$ cat src/spsc_pkg.sv
/*
  spsc_pkg: constants shared by the supply protection and soft-start
  control block. assumes a single 40 MHz clock domain.
*/
package spsc_pkg;
  // ----------------------------------------------------------------
  // register map
  // ----------------------------------------------------------------
  localparam logic [7:0] CT_OFFSET_TRIM_ADDR = 8'h15;
  localparam logic [7:0] SS_RATE_ADDR = 8'h20;
  localparam logic [7:0] OC_TIMER_ADDR = 8'h21;
  localparam logic [7:0] CS_CFG_ADDR = 8'h22;
  localparam logic [7:0] TRIM_LOV_ADDR = 8'h23;
  localparam logic [7:0] TRIM_OV_ADDR = 8'h24;
  localparam logic [7:0] TRIM_UV_ADDR = 8'h25;
  localparam logic [7:0] CMD_ADDR = 8'h26;
  localparam logic [7:0] STATUS_ADDR = 8'h27;
  // ----------------------------------------------------------------
  // reset values
  // ----------------------------------------------------------------
  localparam logic [7:0] CT_OFFSET_TRIM_RST = 8'h0f;
  localparam logic [7:0] SS_RATE_RST = 8'h04;
  localparam logic [7:0] OC_TIMER_RST = 8'h08;
  localparam logic [7:0] CS_CFG_RST = 8'h00;
  localparam logic [7:0] TRIM_RST = 8'h80;
  // ----------------------------------------------------------------
  // field positions and limits of the current-sense config, offset trim and command registers
  // ----------------------------------------------------------------
  localparam int CFG_CHOP_BIT = 0;
  localparam int CFG_RANGE_LSB = 1;
  localparam int CFG_BUF21_BIT = 3;
  localparam int CFG_CT_BIT = 4;
  localparam int CFG_CTSENS_BIT = 5;
  localparam int CFG_AUTORST_BIT = 6;
  localparam int CT_TRIM_W = 5;
  localparam int CMD_CLEAR_BIT = 0;
  localparam logic [1:0] RANGE_MAX = 2'h2;
  localparam logic [2:0] OFS_RANGE_MAX = 3'h5;
  // ----------------------------------------------------------------
  // timing
  // ----------------------------------------------------------------
  localparam int CLK_HZ = 40_000_000;
  localparam int SS_STEPS = 127;
  localparam int OC_TICK_US = 100;
  localparam int OC_TICK_CYC = OC_TICK_US * (CLK_HZ / 1_000_000);
  localparam int RESTART_MS = 1000;
  localparam int RESTART_CYC = RESTART_MS * (CLK_HZ / 1000);
  typedef enum logic [3:0] {
    SPSC_OFF = 4'b0001,
    SPSC_RAMP = 4'b0010,
    SPSC_RUN = 4'b0100,
    SPSC_FAULT = 4'b1000
  } spsc_state_type;
endpackage

$ cat src/spsc_ss_ramp.sv
/*
  spsc_ss_ramp: soft-start reference counter feeding the reference DAC.
  assumes run is a same-clock level from the supervisor.
*/
`timescale 1ns/1ps
module spsc_ss_ramp import spsc_pkg::*; #(
  parameter int STEPS = SS_STEPS
) (
  // clock and reset
  input wire logic sys_clk,
  input wire logic reset,
  // control
  input wire logic run,
  input wire logic [7:0] rate,
  // dac code and done
  output logic [6:0] code,
  output logic done
);
  if (STEPS < 1 || STEPS > 127) begin : g_steps_chk
    $error("ramp steps out of range");
  end
  logic [15:0] div_r;
  logic [6:0] code_r;
  wire div_top = (div_r >= {rate, 8'h00});
  wire at_top = (code_r == 7'(STEPS));
  // ----------------------------------------------------------------
  // counter
  // ----------------------------------------------------------------
  // RQ22: steps to final
  always_ff @(posedge sys_clk) begin
    if (reset || !run) begin
      div_r <= 16'h0000;
      code_r <= 7'h00;
    end else if (div_top) begin
      div_r <= 16'h0000;
      // RQ8: counter drives dac
      if (!at_top) code_r <= code_r + 7'h01;
    end else begin
      div_r <= div_r + 16'h0001;
    end
  end
  assign code = code_r;
  assign done = at_top;
  ramp_top_a: assert property (@(posedge sys_clk) disable iff (reset)
    code_r == 7'(STEPS) && run |=> code_r == 7'(STEPS)) // RQ22
    else $error("ramp left its top");
endmodule

$ cat src/spsc_ctl.sv
/*
  spsc_ctl: supply-good qualification, fault latching, overcurrent timer,
  soft-start sequencing and current-sense configuration of a secondary
  controller. assumes analog comparator levels arrive asynchronously on
  pins and that the serial port decodes writes into addr/data strobes.
*/
//
// Behaviour
// RQ1: supply good needs all four conditions
// RQ2: ground fault drops supply good
// RQ3: reference buffer off until upper lockout
// RQ4: load overvoltage turns switch off, unlatched
// RQ5: local overvoltage only after load overvoltage
// RQ6: overvoltage and undervoltage thresholds trimmable
// RQ7: overcurrent fault disables false undervoltage clamp
// RQ8: reference ramped by counter and dac
// RQ9: chopped or linear current amplifier
// RQ10: six gain ranges from range and buffer
// RQ11: transformer sensing disables resistive path
// RQ12: transformer mode forces buffer gain one
// RQ13: transformer amplifier two sensitivities
// RQ14: five-bit transformer offset trim
// RQ15: six offset compensation ranges
// RQ16: overcurrent timer expiry declares fault
// RQ17: early clear resets timer silently
// RQ18: timer period written over serial port
// RQ19: timer running blanks undervoltage
// RQ20: overcurrent latches or restarts per mode
// RQ21: overvoltage latches until request, supply, command
// RQ22: ramp in about 127 steps
// RQ23: undervoltage blanked at power-up, low line
// RQ24: timers run on internal clock
`timescale 1ns/1ps
module spsc_ctl import spsc_pkg::*; #(
  parameter int RESTART_CYCLES = RESTART_CYC
) (
  // clock and reset
  input wire logic sys_clk,
  input wire logic reset,
  // analog monitor pins
  input wire logic gnd_below_sense,
  input wire logic refs_ok,
  input wire logic above_lockout_upper,
  input wire logic supply_ov,
  input wire logic load_ov_cmp,
  input wire logic local_ov_cmp,
  input wire logic local_uv_cmp,
  input wire logic oc_cmp,
  input wire logic supply_on_request,
  input wire logic line_sense_status,
  // register write/read port
  input wire logic reg_wr,
  input wire logic [7:0] reg_addr,
  input wire logic [7:0] reg_wdata,
  output logic [7:0] reg_rdata,
  // converter controls
  output logic supply_good,
  output logic ref_buf_en,
  output logic output_isolation_switch,
  output logic converter_en,
  output logic false_uv_clamp_en,
  output logic overcurrent_fault_flag,
  output logic [6:0] ref_dac_code,
  output logic [7:0] load_ov_trim,
  output logic [7:0] local_ov_trim,
  output logic [7:0] local_uv_trim,
  output logic chop_en,
  output logic [1:0] amp_range,
  output logic buf_gain_21,
  output logic resistive_en,
  output logic ct_sens_hi,
  output logic [4:0] ct_offset_code,
  output logic [2:0] ofs_range
);
  // the restart counter is 28 bits wide
  if (RESTART_CYCLES < 1 || RESTART_CYCLES >= (1 << 28)) begin : g_rst_chk
    $error("restart cycles out of range");
  end
  // ----------------------------------------------------------------
  // pin synchronisers
  // ----------------------------------------------------------------
  localparam int NS = 10;
  logic [NS-1:0] s1_r, s2_r;
  always_ff @(posedge sys_clk) begin
    s1_r <= {line_sense_status, supply_on_request, oc_cmp, local_uv_cmp,
      local_ov_cmp, load_ov_cmp, supply_ov, above_lockout_upper, refs_ok,
      gnd_below_sense};
    s2_r <= s1_r;
  end
  wire gnd_ok = s2_r[0];
  wire ref_ok = s2_r[1];
  wire lock_hi = s2_r[2];
  wire vdd_ov = s2_r[3];
  wire lov = s2_r[4];
  wire ov = s2_r[5];
  wire uv = s2_r[6];
  wire oc = s2_r[7];
  wire son = s2_r[8];
  wire line_ok = s2_r[9];
  // ----------------------------------------------------------------
  // registers
  // ----------------------------------------------------------------
  logic [7:0] ct_offset_current_trim_r, ss_rate_r, oc_timer_r, cs_cfg_r;
  logic [7:0] trim_lov_r, trim_ov_r, trim_uv_r;
  wire wr_ct = reg_wr && reg_addr == CT_OFFSET_TRIM_ADDR;
  wire clr_cmd = reg_wr && reg_addr == CMD_ADDR && reg_wdata[CMD_CLEAR_BIT];
  // RQ6: threshold trims
  always_ff @(posedge sys_clk) begin
    if (reset) begin
      ct_offset_current_trim_r <= CT_OFFSET_TRIM_RST;
      ss_rate_r <= SS_RATE_RST;
      oc_timer_r <= OC_TIMER_RST;
      cs_cfg_r <= CS_CFG_RST;
      trim_lov_r <= TRIM_RST;
      trim_ov_r <= TRIM_RST;
      trim_uv_r <= TRIM_RST;
    end else if (reg_wr) begin
      if (wr_ct) ct_offset_current_trim_r <= reg_wdata;
      if (reg_addr == SS_RATE_ADDR) ss_rate_r <= reg_wdata;
      // RQ18: timer period
      if (reg_addr == OC_TIMER_ADDR) oc_timer_r <= reg_wdata;
      if (reg_addr == CS_CFG_ADDR) cs_cfg_r <= reg_wdata;
      if (reg_addr == TRIM_LOV_ADDR) trim_lov_r <= reg_wdata;
      if (reg_addr == TRIM_OV_ADDR) trim_ov_r <= reg_wdata;
      if (reg_addr == TRIM_UV_ADDR) trim_uv_r <= reg_wdata;
    end
  end
  // ----------------------------------------------------------------
  // supply good and reference
  // ----------------------------------------------------------------
  // RQ1: all four conditions
  // RQ2: ground fault drops
  wire good_nxt = gnd_ok && ref_ok && lock_hi && !vdd_ov;
  // ----------------------------------------------------------------
  // overcurrent timer
  // ----------------------------------------------------------------
  logic [23:0] oc_cnt_r;
  logic oc_fault_r, ov_fault_r, lov_seen_r;
  wire [23:0] oc_limit = 24'(oc_timer_r) * 24'(OC_TICK_CYC);
  wire oc_expire = oc && oc_cnt_r >= oc_limit && oc_limit != 24'h0;
  wire oc_running = oc && !oc_fault_r;
  // RQ16: timer on trip
  // RQ17: clear resets timer
  // RQ24: internal clock count
  always_ff @(posedge sys_clk) begin
    if (reset || !oc || oc_fault_r) oc_cnt_r <= 24'h000000;
    else oc_cnt_r <= oc_cnt_r + 24'h000001;
  end
  // ----------------------------------------------------------------
  // sequencer
  // ----------------------------------------------------------------
  spsc_state_type st_r, st_nxt;
  logic [27:0] rst_cnt_r;
  logic son_d_r;
  wire ramp_done;
  wire autorst = cs_cfg_r[CFG_AUTORST_BIT];
  // RQ23: power-up and low line
  // RQ19: timer blanks uv
  wire uv_blank = st_r != SPSC_RUN || !line_ok || oc_running;
  wire uv_fault = uv && !uv_blank;
  wire restart_due = rst_cnt_r >= 28'(RESTART_CYCLES);
  wire son_rise = son && !son_d_r;
  always_comb begin
    st_nxt = st_r;
    case (st_r)
      SPSC_OFF: if (son && good_nxt && !ov_fault_r && !oc_fault_r)
        st_nxt = SPSC_RAMP;
      SPSC_RAMP: if (ramp_done) st_nxt = SPSC_RUN;
      SPSC_RUN: ;
      SPSC_FAULT: ;
      default: st_nxt = SPSC_OFF;
    endcase
    if (st_r != SPSC_OFF && st_r != SPSC_FAULT &&
        (!son || !good_nxt || ov_fault_r || oc_expire || uv_fault))
      st_nxt = SPSC_FAULT;
    // RQ20: autorestart or latch
    if (st_r == SPSC_FAULT && !ov_fault_r &&
        (!oc_fault_r || (autorst && restart_due)))
      st_nxt = SPSC_OFF;
  end
  always_ff @(posedge sys_clk) begin
    if (reset) begin
      st_r <= SPSC_OFF;
      rst_cnt_r <= 28'h0000000;
      son_d_r <= 1'b0;
    end else begin
      st_r <= st_nxt;
      son_d_r <= son;
      rst_cnt_r <= (st_r == SPSC_FAULT) ? rst_cnt_r + 28'h0000001
        : 28'h0000000;
    end
  end
  // ----------------------------------------------------------------
  // fault latches; a new event wins over a clear
  // ----------------------------------------------------------------
  wire ov_clear = clr_cmd || son_rise || !lock_hi;
  always_ff @(posedge sys_clk) begin
    if (reset) begin
      ov_fault_r <= 1'b0;
      oc_fault_r <= 1'b0;
      lov_seen_r <= 1'b0;
    end else begin
      lov_seen_r <= lov ? 1'b1 : (ov_clear ? 1'b0 : lov_seen_r);
      // RQ5: ov after load ov
      // RQ21: ov fault latches until cleared
      if ((ov && (lov_seen_r || lov)) || !gnd_ok) ov_fault_r <= 1'b1;
      else if (ov_clear) ov_fault_r <= 1'b0;
      if (oc_expire) oc_fault_r <= 1'b1;
      else if (clr_cmd || son_rise ||
          (st_r == SPSC_FAULT && autorst && restart_due))
        oc_fault_r <= 1'b0;
    end
  end
  // ----------------------------------------------------------------
  // soft start
  // ----------------------------------------------------------------
  wire [6:0] dac_w;
  spsc_ss_ramp #(.STEPS(SS_STEPS)) u_ramp (
    .sys_clk(sys_clk),
    .reset(reset),
    .run(st_r == SPSC_RAMP || st_r == SPSC_RUN),
    .rate(ss_rate_r),
    .code(dac_w),
    .done(ramp_done)
  );
  // ----------------------------------------------------------------
  // current-sense config decode
  // ----------------------------------------------------------------
  wire is_ct = cs_cfg_r[CFG_CT_BIT];
  wire [1:0] rng = cs_cfg_r[CFG_RANGE_LSB +: 2];
  // RQ10: clamp to three ranges
  wire [1:0] rng_ok = (rng > RANGE_MAX) ? RANGE_MAX : rng;
  // RQ15: six offset ranges
  wire [2:0] ofs_w = cs_cfg_r[7] ? OFS_RANGE_MAX
    : {ct_offset_current_trim_r[7:5] > OFS_RANGE_MAX ? OFS_RANGE_MAX
      : ct_offset_current_trim_r[7:5]};
  wire [7:0] status_w = {3'h0, ramp_done, oc_running, oc_fault_r,
    ov_fault_r, good_nxt};
  wire [7:0] rd_w =
    reg_addr == CT_OFFSET_TRIM_ADDR ? ct_offset_current_trim_r :
    reg_addr == SS_RATE_ADDR ? ss_rate_r :
    reg_addr == OC_TIMER_ADDR ? oc_timer_r :
    reg_addr == CS_CFG_ADDR ? cs_cfg_r :
    reg_addr == TRIM_LOV_ADDR ? trim_lov_r :
    reg_addr == TRIM_OV_ADDR ? trim_ov_r :
    reg_addr == TRIM_UV_ADDR ? trim_uv_r :
    reg_addr == STATUS_ADDR ? status_w : 8'h00;
  // ----------------------------------------------------------------
  // registered outputs
  // ----------------------------------------------------------------
  always_ff @(posedge sys_clk) begin
    if (reset) begin
      supply_good <= 1'b0;
      ref_buf_en <= 1'b0;
      output_isolation_switch <= 1'b0;
      converter_en <= 1'b0;
      false_uv_clamp_en <= 1'b0;
      overcurrent_fault_flag <= 1'b0;
      ref_dac_code <= 7'h00;
      load_ov_trim <= TRIM_RST;
      local_ov_trim <= TRIM_RST;
      local_uv_trim <= TRIM_RST;
      chop_en <= 1'b0;
      amp_range <= 2'h0;
      buf_gain_21 <= 1'b0;
      resistive_en <= 1'b1;
      ct_sens_hi <= 1'b0;
      ct_offset_code <= 5'h00;
      ofs_range <= 3'h0;
      reg_rdata <= 8'h00;
    end else begin
      supply_good <= good_nxt;
      // RQ3: ref after lockout
      ref_buf_en <= lock_hi;
      // RQ4: switch off on load ov
      output_isolation_switch <= (st_r == SPSC_RUN) && !lov;
      converter_en <= st_nxt == SPSC_RAMP || st_nxt == SPSC_RUN;
      // RQ7: clamp off on oc fault
      false_uv_clamp_en <= !oc_fault_r && !oc_expire;
      overcurrent_fault_flag <= oc_fault_r || oc_expire;
      ref_dac_code <= dac_w;
      load_ov_trim <= trim_lov_r;
      local_ov_trim <= trim_ov_r;
      local_uv_trim <= trim_uv_r;
      // RQ9: chop select
      chop_en <= cs_cfg_r[CFG_CHOP_BIT];
      amp_range <= rng_ok;
      // RQ12: ct forces unity
      buf_gain_21 <= cs_cfg_r[CFG_BUF21_BIT] && !is_ct;
      // RQ11: ct disables resistive
      resistive_en <= !is_ct;
      // RQ13: ct sensitivity
      ct_sens_hi <= cs_cfg_r[CFG_CTSENS_BIT];
      // RQ14: five-bit offset code
      ct_offset_code <= ct_offset_current_trim_r[CT_TRIM_W-1:0];
      ofs_range <= ofs_w;
      reg_rdata <= rd_w;
    end
  end
  // ----------------------------------------------------------------
  // checks
  // ----------------------------------------------------------------
  good_cond_a: assert property (@(posedge sys_clk) disable iff (reset)
    !gnd_ok |=> !supply_good) // RQ2
    else $error("supply good with ground fault");
  good_all_a: assert property (@(posedge sys_clk) disable iff (reset)
    supply_good |-> $past(ref_ok && lock_hi && !vdd_ov)) // RQ1
    else $error("supply good without conditions");
  ref_buf_a: assert property (@(posedge sys_clk) disable iff (reset)
    ref_buf_en |-> $past(lock_hi)) // RQ3
    else $error("reference enabled below lockout");
  switch_off_a: assert property (@(posedge sys_clk) disable iff (reset)
    lov |=> !output_isolation_switch) // RQ4
    else $error("switch on during load ov");
  clamp_off_a: assert property (@(posedge sys_clk) disable iff (reset)
    overcurrent_fault_flag |-> !false_uv_clamp_en) // RQ7
    else $error("clamp on during oc fault");
  oc_clear_a: assert property (@(posedge sys_clk) disable iff (reset)
    !oc |=> oc_cnt_r == 24'h0) // RQ17
    else $error("timer not reset");
  ov_latch_a: assert property (@(posedge sys_clk) disable iff (reset)
    ov_fault_r && !ov_clear |=> ov_fault_r) // RQ21
    else $error("ov fault lost");
  ct_gain_a: assert property (@(posedge sys_clk) disable iff (reset)
    is_ct |=> !buf_gain_21 && !resistive_en) // RQ12
    else $error("ct mode gain not forced");
  uv_blank_a: assert property (@(posedge sys_clk) disable iff (reset)
    oc_running && st_r == SPSC_RUN && son && good_nxt && !ov_fault_r &&
    !oc_expire |=> st_r != SPSC_FAULT) // RQ19
    else $error("uv raised during ride-through");
  run_c: cover property (@(posedge sys_clk) st_r == SPSC_RUN);
  ocf_c: cover property (@(posedge sys_clk) oc_expire);
  ovf_c: cover property (@(posedge sys_clk) $rose(ov_fault_r));
endmodule

$ cat config.mk
export PLATFORM = sky130hd
export DESIGN_NAME = spsc_ctl
export DESIGN_NICKNAME = d
export VERILOG_FILES = /design/src/spsc_pkg.sv /design/src/spsc_ss_ramp.sv /design/src/spsc_ctl.sv
export SDC_FILE = /design/constraint.sdc
export NUM_CORES = 1
export LEC_CHECK = 0
export BUFFER_PORTS_ARGS = -buffer_cell sky130_fd_sc_hd__buf_2
export CORE_MARGIN = 4
export CORE_UTILIZATION = 60
export CTS_CLUSTER_SIZE = 10
export DETAILED_ROUTE_END_ITERATION = 12
export PLACE_DENSITY = 0.8
export SLEW_MARGIN = 20
export SYNTH_ARGS = -nofsm -noshare
export SYNTH_HDL_FRONTEND = slang
export SYNTH_SLANG_ARGS = --single-unit
$ cat constraint.sdc
create_clock -name sys_clk -period 6.8 [get_ports sys_clk]
set_input_delay 1.36 -clock sys_clk [delete_from_list [all_inputs] [get_ports sys_clk]]
set_output_delay 1.36 -clock sys_clk [all_outputs]
set_load 0.02 [all_outputs]
==> out/results.txt <==
status - completed
TritonCTS clock tree - built
CTS Buffer Depth - 3
crit-path max FO - 7
Crit Path Class - reg2reg
IO Port Bufs - 87
clock latency on the worst-skew pair - 0.52 ns
ranking of synthesized cells by area - dfxtp_1 43%, ha_1 8.4%, nor2_1 4.7%, xor2_1 4.4%, fa_1 4.1%
slowest stage delay, CP - 0.55 ns
Die W - 139 um
Cell Rows - 47
hold path startpoint - s1_r[0]
DRC - 0
Switch Pwr - 0.535 mW
worst clock skew - 0.0213 ns
initial antenna violation count - 0
Max Slew Vio Count - 0
Rel. slew slack - 34.1%
CTS Sinks - 218
setup total negative slack - 0 ns
die area - 19200 um2
worst-case hold path end point - s2_r[0]
ant diodes - 0
grt total ovfl - 0
Mapped Nets - 1228
gate count after technology mapping - 1109
Critical Path RT - 7.22 ns
Register Area - 4360 um2
Finished Cell Area - 11400 um2
CTS resizes - 0
FF-to-FF End - st_r[1]
CTS H-tree lvls - 1
Post-synth top cells - 218 x dfxtp_1, 128 x nor2_1, 90 x nand2_1, 75 x inv_1, 69 x ha_1
reg-to-reg startpoint - oc_timer_r[5]
worst-path cell chain - inv_1 -> fa_1 -> inv_1 -> fa_1 -> fa_1 -> ha_1 -> ha_1 -> a21o_1 -> a21o_1 -> a211o_1 -> a21o_1 -> xor2_1 -> inv_1 -> ha_1 -> a21o_1 -> a211o_1 -> a211oi_1 -> a21oi_1 -> o41ai_4 -> a22oi_4 -> a2111oi_4
Synth top area share - 42.6%
CTS buffer count - 25
DR WL/cell - 15.4 um
core area - 16600 um2
area of the multi-input gates - 5390 um2
hold crit path type - reg2reg
clock-pin slew on the worst setup and hold paths - 0.05 ns
Post-Syn Area - 10200 um2
Reg2Reg Setup Slack - 0.97 ns
drt initial violations - 641
Worst-Margin Slew - 0.986 ns
Pint - 1.98 mW
Final setup violation count - 0
post-synth cell types - 69
syn_area_per_cell - 9.23 um2
via count - 7829
Synth area leader - dfxtp_1
Clock power frac - 44.4%
largest net degree at the start of global routing - 102
Max Cap Viol - 0
Ys Warns - 0
crit-path most repeated cell - a21o_1
dpl cells - 1377
DR vias/cell - 5.58
Hold Fails Final Rpt - 0
Peak VDD IR - 0.000201 V
Yosys reg bits - 218
layout cells sized above 1 - 11.9%
placed instance area - 10800 um2
Initial Utilization - 61.5%
vias in the first global route - 7688
endpoint type of the worst setup path - flip-flop
P&R area growth vs syn - 11.5%
Root Driver - clkbuf_16
RSZ-0062 raised after global routing - false
first-pass GRT wire length - 36500 um
FMAX - 0.172 GHz
combinational power share - 3.7%
Initial DRT Pass Iterations - 5
fillers - 1313
Seq/Total Area, Yosys - 42.6%
CP startpoint kind - flip-flop
fin crit share - 85.7%
Top-Level Pins - 88
Final nets - 1303
Critical-path top delay cell - fa_1
Post-Layout Cell Count - 1404
top flip-flop cell by instance count after synthesis - dfxtp_1
CP Launch Point - oc_timer_r[5]
PD cells - 220 nW/um2
Fin Hold WS - 0.324 ns
Final ANT Viol Nets - 0
CP Data Arrival Time - 6.24 ns
Die H - 139 um
Sw Share - 21.2%
routed wire length - 21600 um
hpwl dp - 15600 um
Seq pwr share - 51.9%
Total GRT Usage - 22.1%
Post-synth EDFFs - 0
Reg2Reg Depth - 21
post-layout min period - 5.83 ns
most common cell in the netlist - dfxtp_1
Placer Congestion - 0.894
hold path depth - 0
post-CTS setup buffer count - 0
CTS Hold Buffers Added - 0
ys async rst share - 0%
Pleak - 4.88 nW
==> layer usage <==
metal	vias up	routed length, um	track usage, %
met3	49	1500	4.34
met5	-	0	0
met4	0	581	6.95
met1	3634	9290	28.3
li1	3912	-	-
met2	234	10300	38.0
==> worst max path at each step <==
stage,to,depth (start not counted)
floorplan,st_r[1],22
global placement,st_r[1],21
detailed placement,st_r[1],21
CTS,st_r[1],21
global route,st_r[1],21
finish,st_r[1],21
==> per-stage QoR <==
stage	util, %	power (mW)	worst slack, ns
3_5_place_dp	64.7	1.42	0.980
5_1_grt	68.6	2.60	0.619
6_report	68.6	2.52	0.974
3_3_place_gp	64.7	1.42	1.15
4_1_cts	68.6	2.54	0.958
2_1_floorplan	-	1.40	1.40
==> power groups by stage <==
stage | sequential (mW) | combinational [mW] | clock, mW
final | 1.31 | 0.0925 | 1.12
after global routing | 1.31 | 0.101 | 1.19
after CTS | 1.31 | 0.0923 | 1.14
after detailed placement | 1.33 | 0.0916 | 0
after global placement | 1.33 | 0.0908 | 0
after floorplan | 1.33 | 0.0762 | 0
==> state kept, by name, indices dropped and copies added (netlist names), 8 cells and up <==
| register | cells |
|---|---|
| cs_cfg_r | 8 |
| ct_offset_current_trim_r | 8 |
| load_ov_trim | 8 |
| local_ov_trim | 8 |
| local_uv_trim | 8 |
| oc_cnt_r | 24 |
| oc_timer_r | 8 |
| reg_rdata | 8 |
| rst_cnt_r | 28 |
| s1_r | 10 |
| s2_r | 10 |
| ss_rate_r | 8 |
| trim_lov_r | 8 |
| trim_ov_r | 8 |
| trim_uv_r | 8 |
| u_ramp.div_r | 16 |
==> final cells by class <==
| class | instances | area share (%) |
|---|---|---|
| flip-flops and latches | 218 | 38.2 |
| multi-input cells | 774 | 47.2 |
| inverters | 75 | 2.47 |
| repair buffers | 90 | 4.03 |
| well taps | 220 | 2.41 |
| clock inverters | 1 | 0.0767 |
| clock buffers | 26 | 5.60 |
==> cells in the final DEF (no fill, tap or decap), types with 30 or more instances in the layout <==
cell type,synthesis,final
nand2_1,90,90
o21ai_0,30,30
nor2b_1,44,44
dfxtp_1,218,218
xor2_1,52,52
inv_1,75,75
nand3_1,55,55
nor2_1,128,128
ha_1,69,69
a21oi_1,58,58
buf_2,1,86
==> worst max-delay path, delay by kind of cell (launching register included) <==
kind / cells / cell delay, ns
fa+ha+maj: 6 / 2.48
flops: 1 / 0.53
compound gates: 11 / 2.12
buf+inv: 3 / 0.34
xor+xnor: 1 / 0.26
==> logic make-up after synthesis <==
kind of cell	after synthesis	share of synthesized area, %
buffers and inverters	117	4.79
AO/OA/AOI/OAI	162	10.8
AND/OR/NAND/NOR	426	20.3
adder cells (fa/ha/maj)	90	12.5
multiplexers	24	2.74
XOR/XNOR	72	6.16
flip-flops	218	42.6
(Power assumes the default switching activity.)
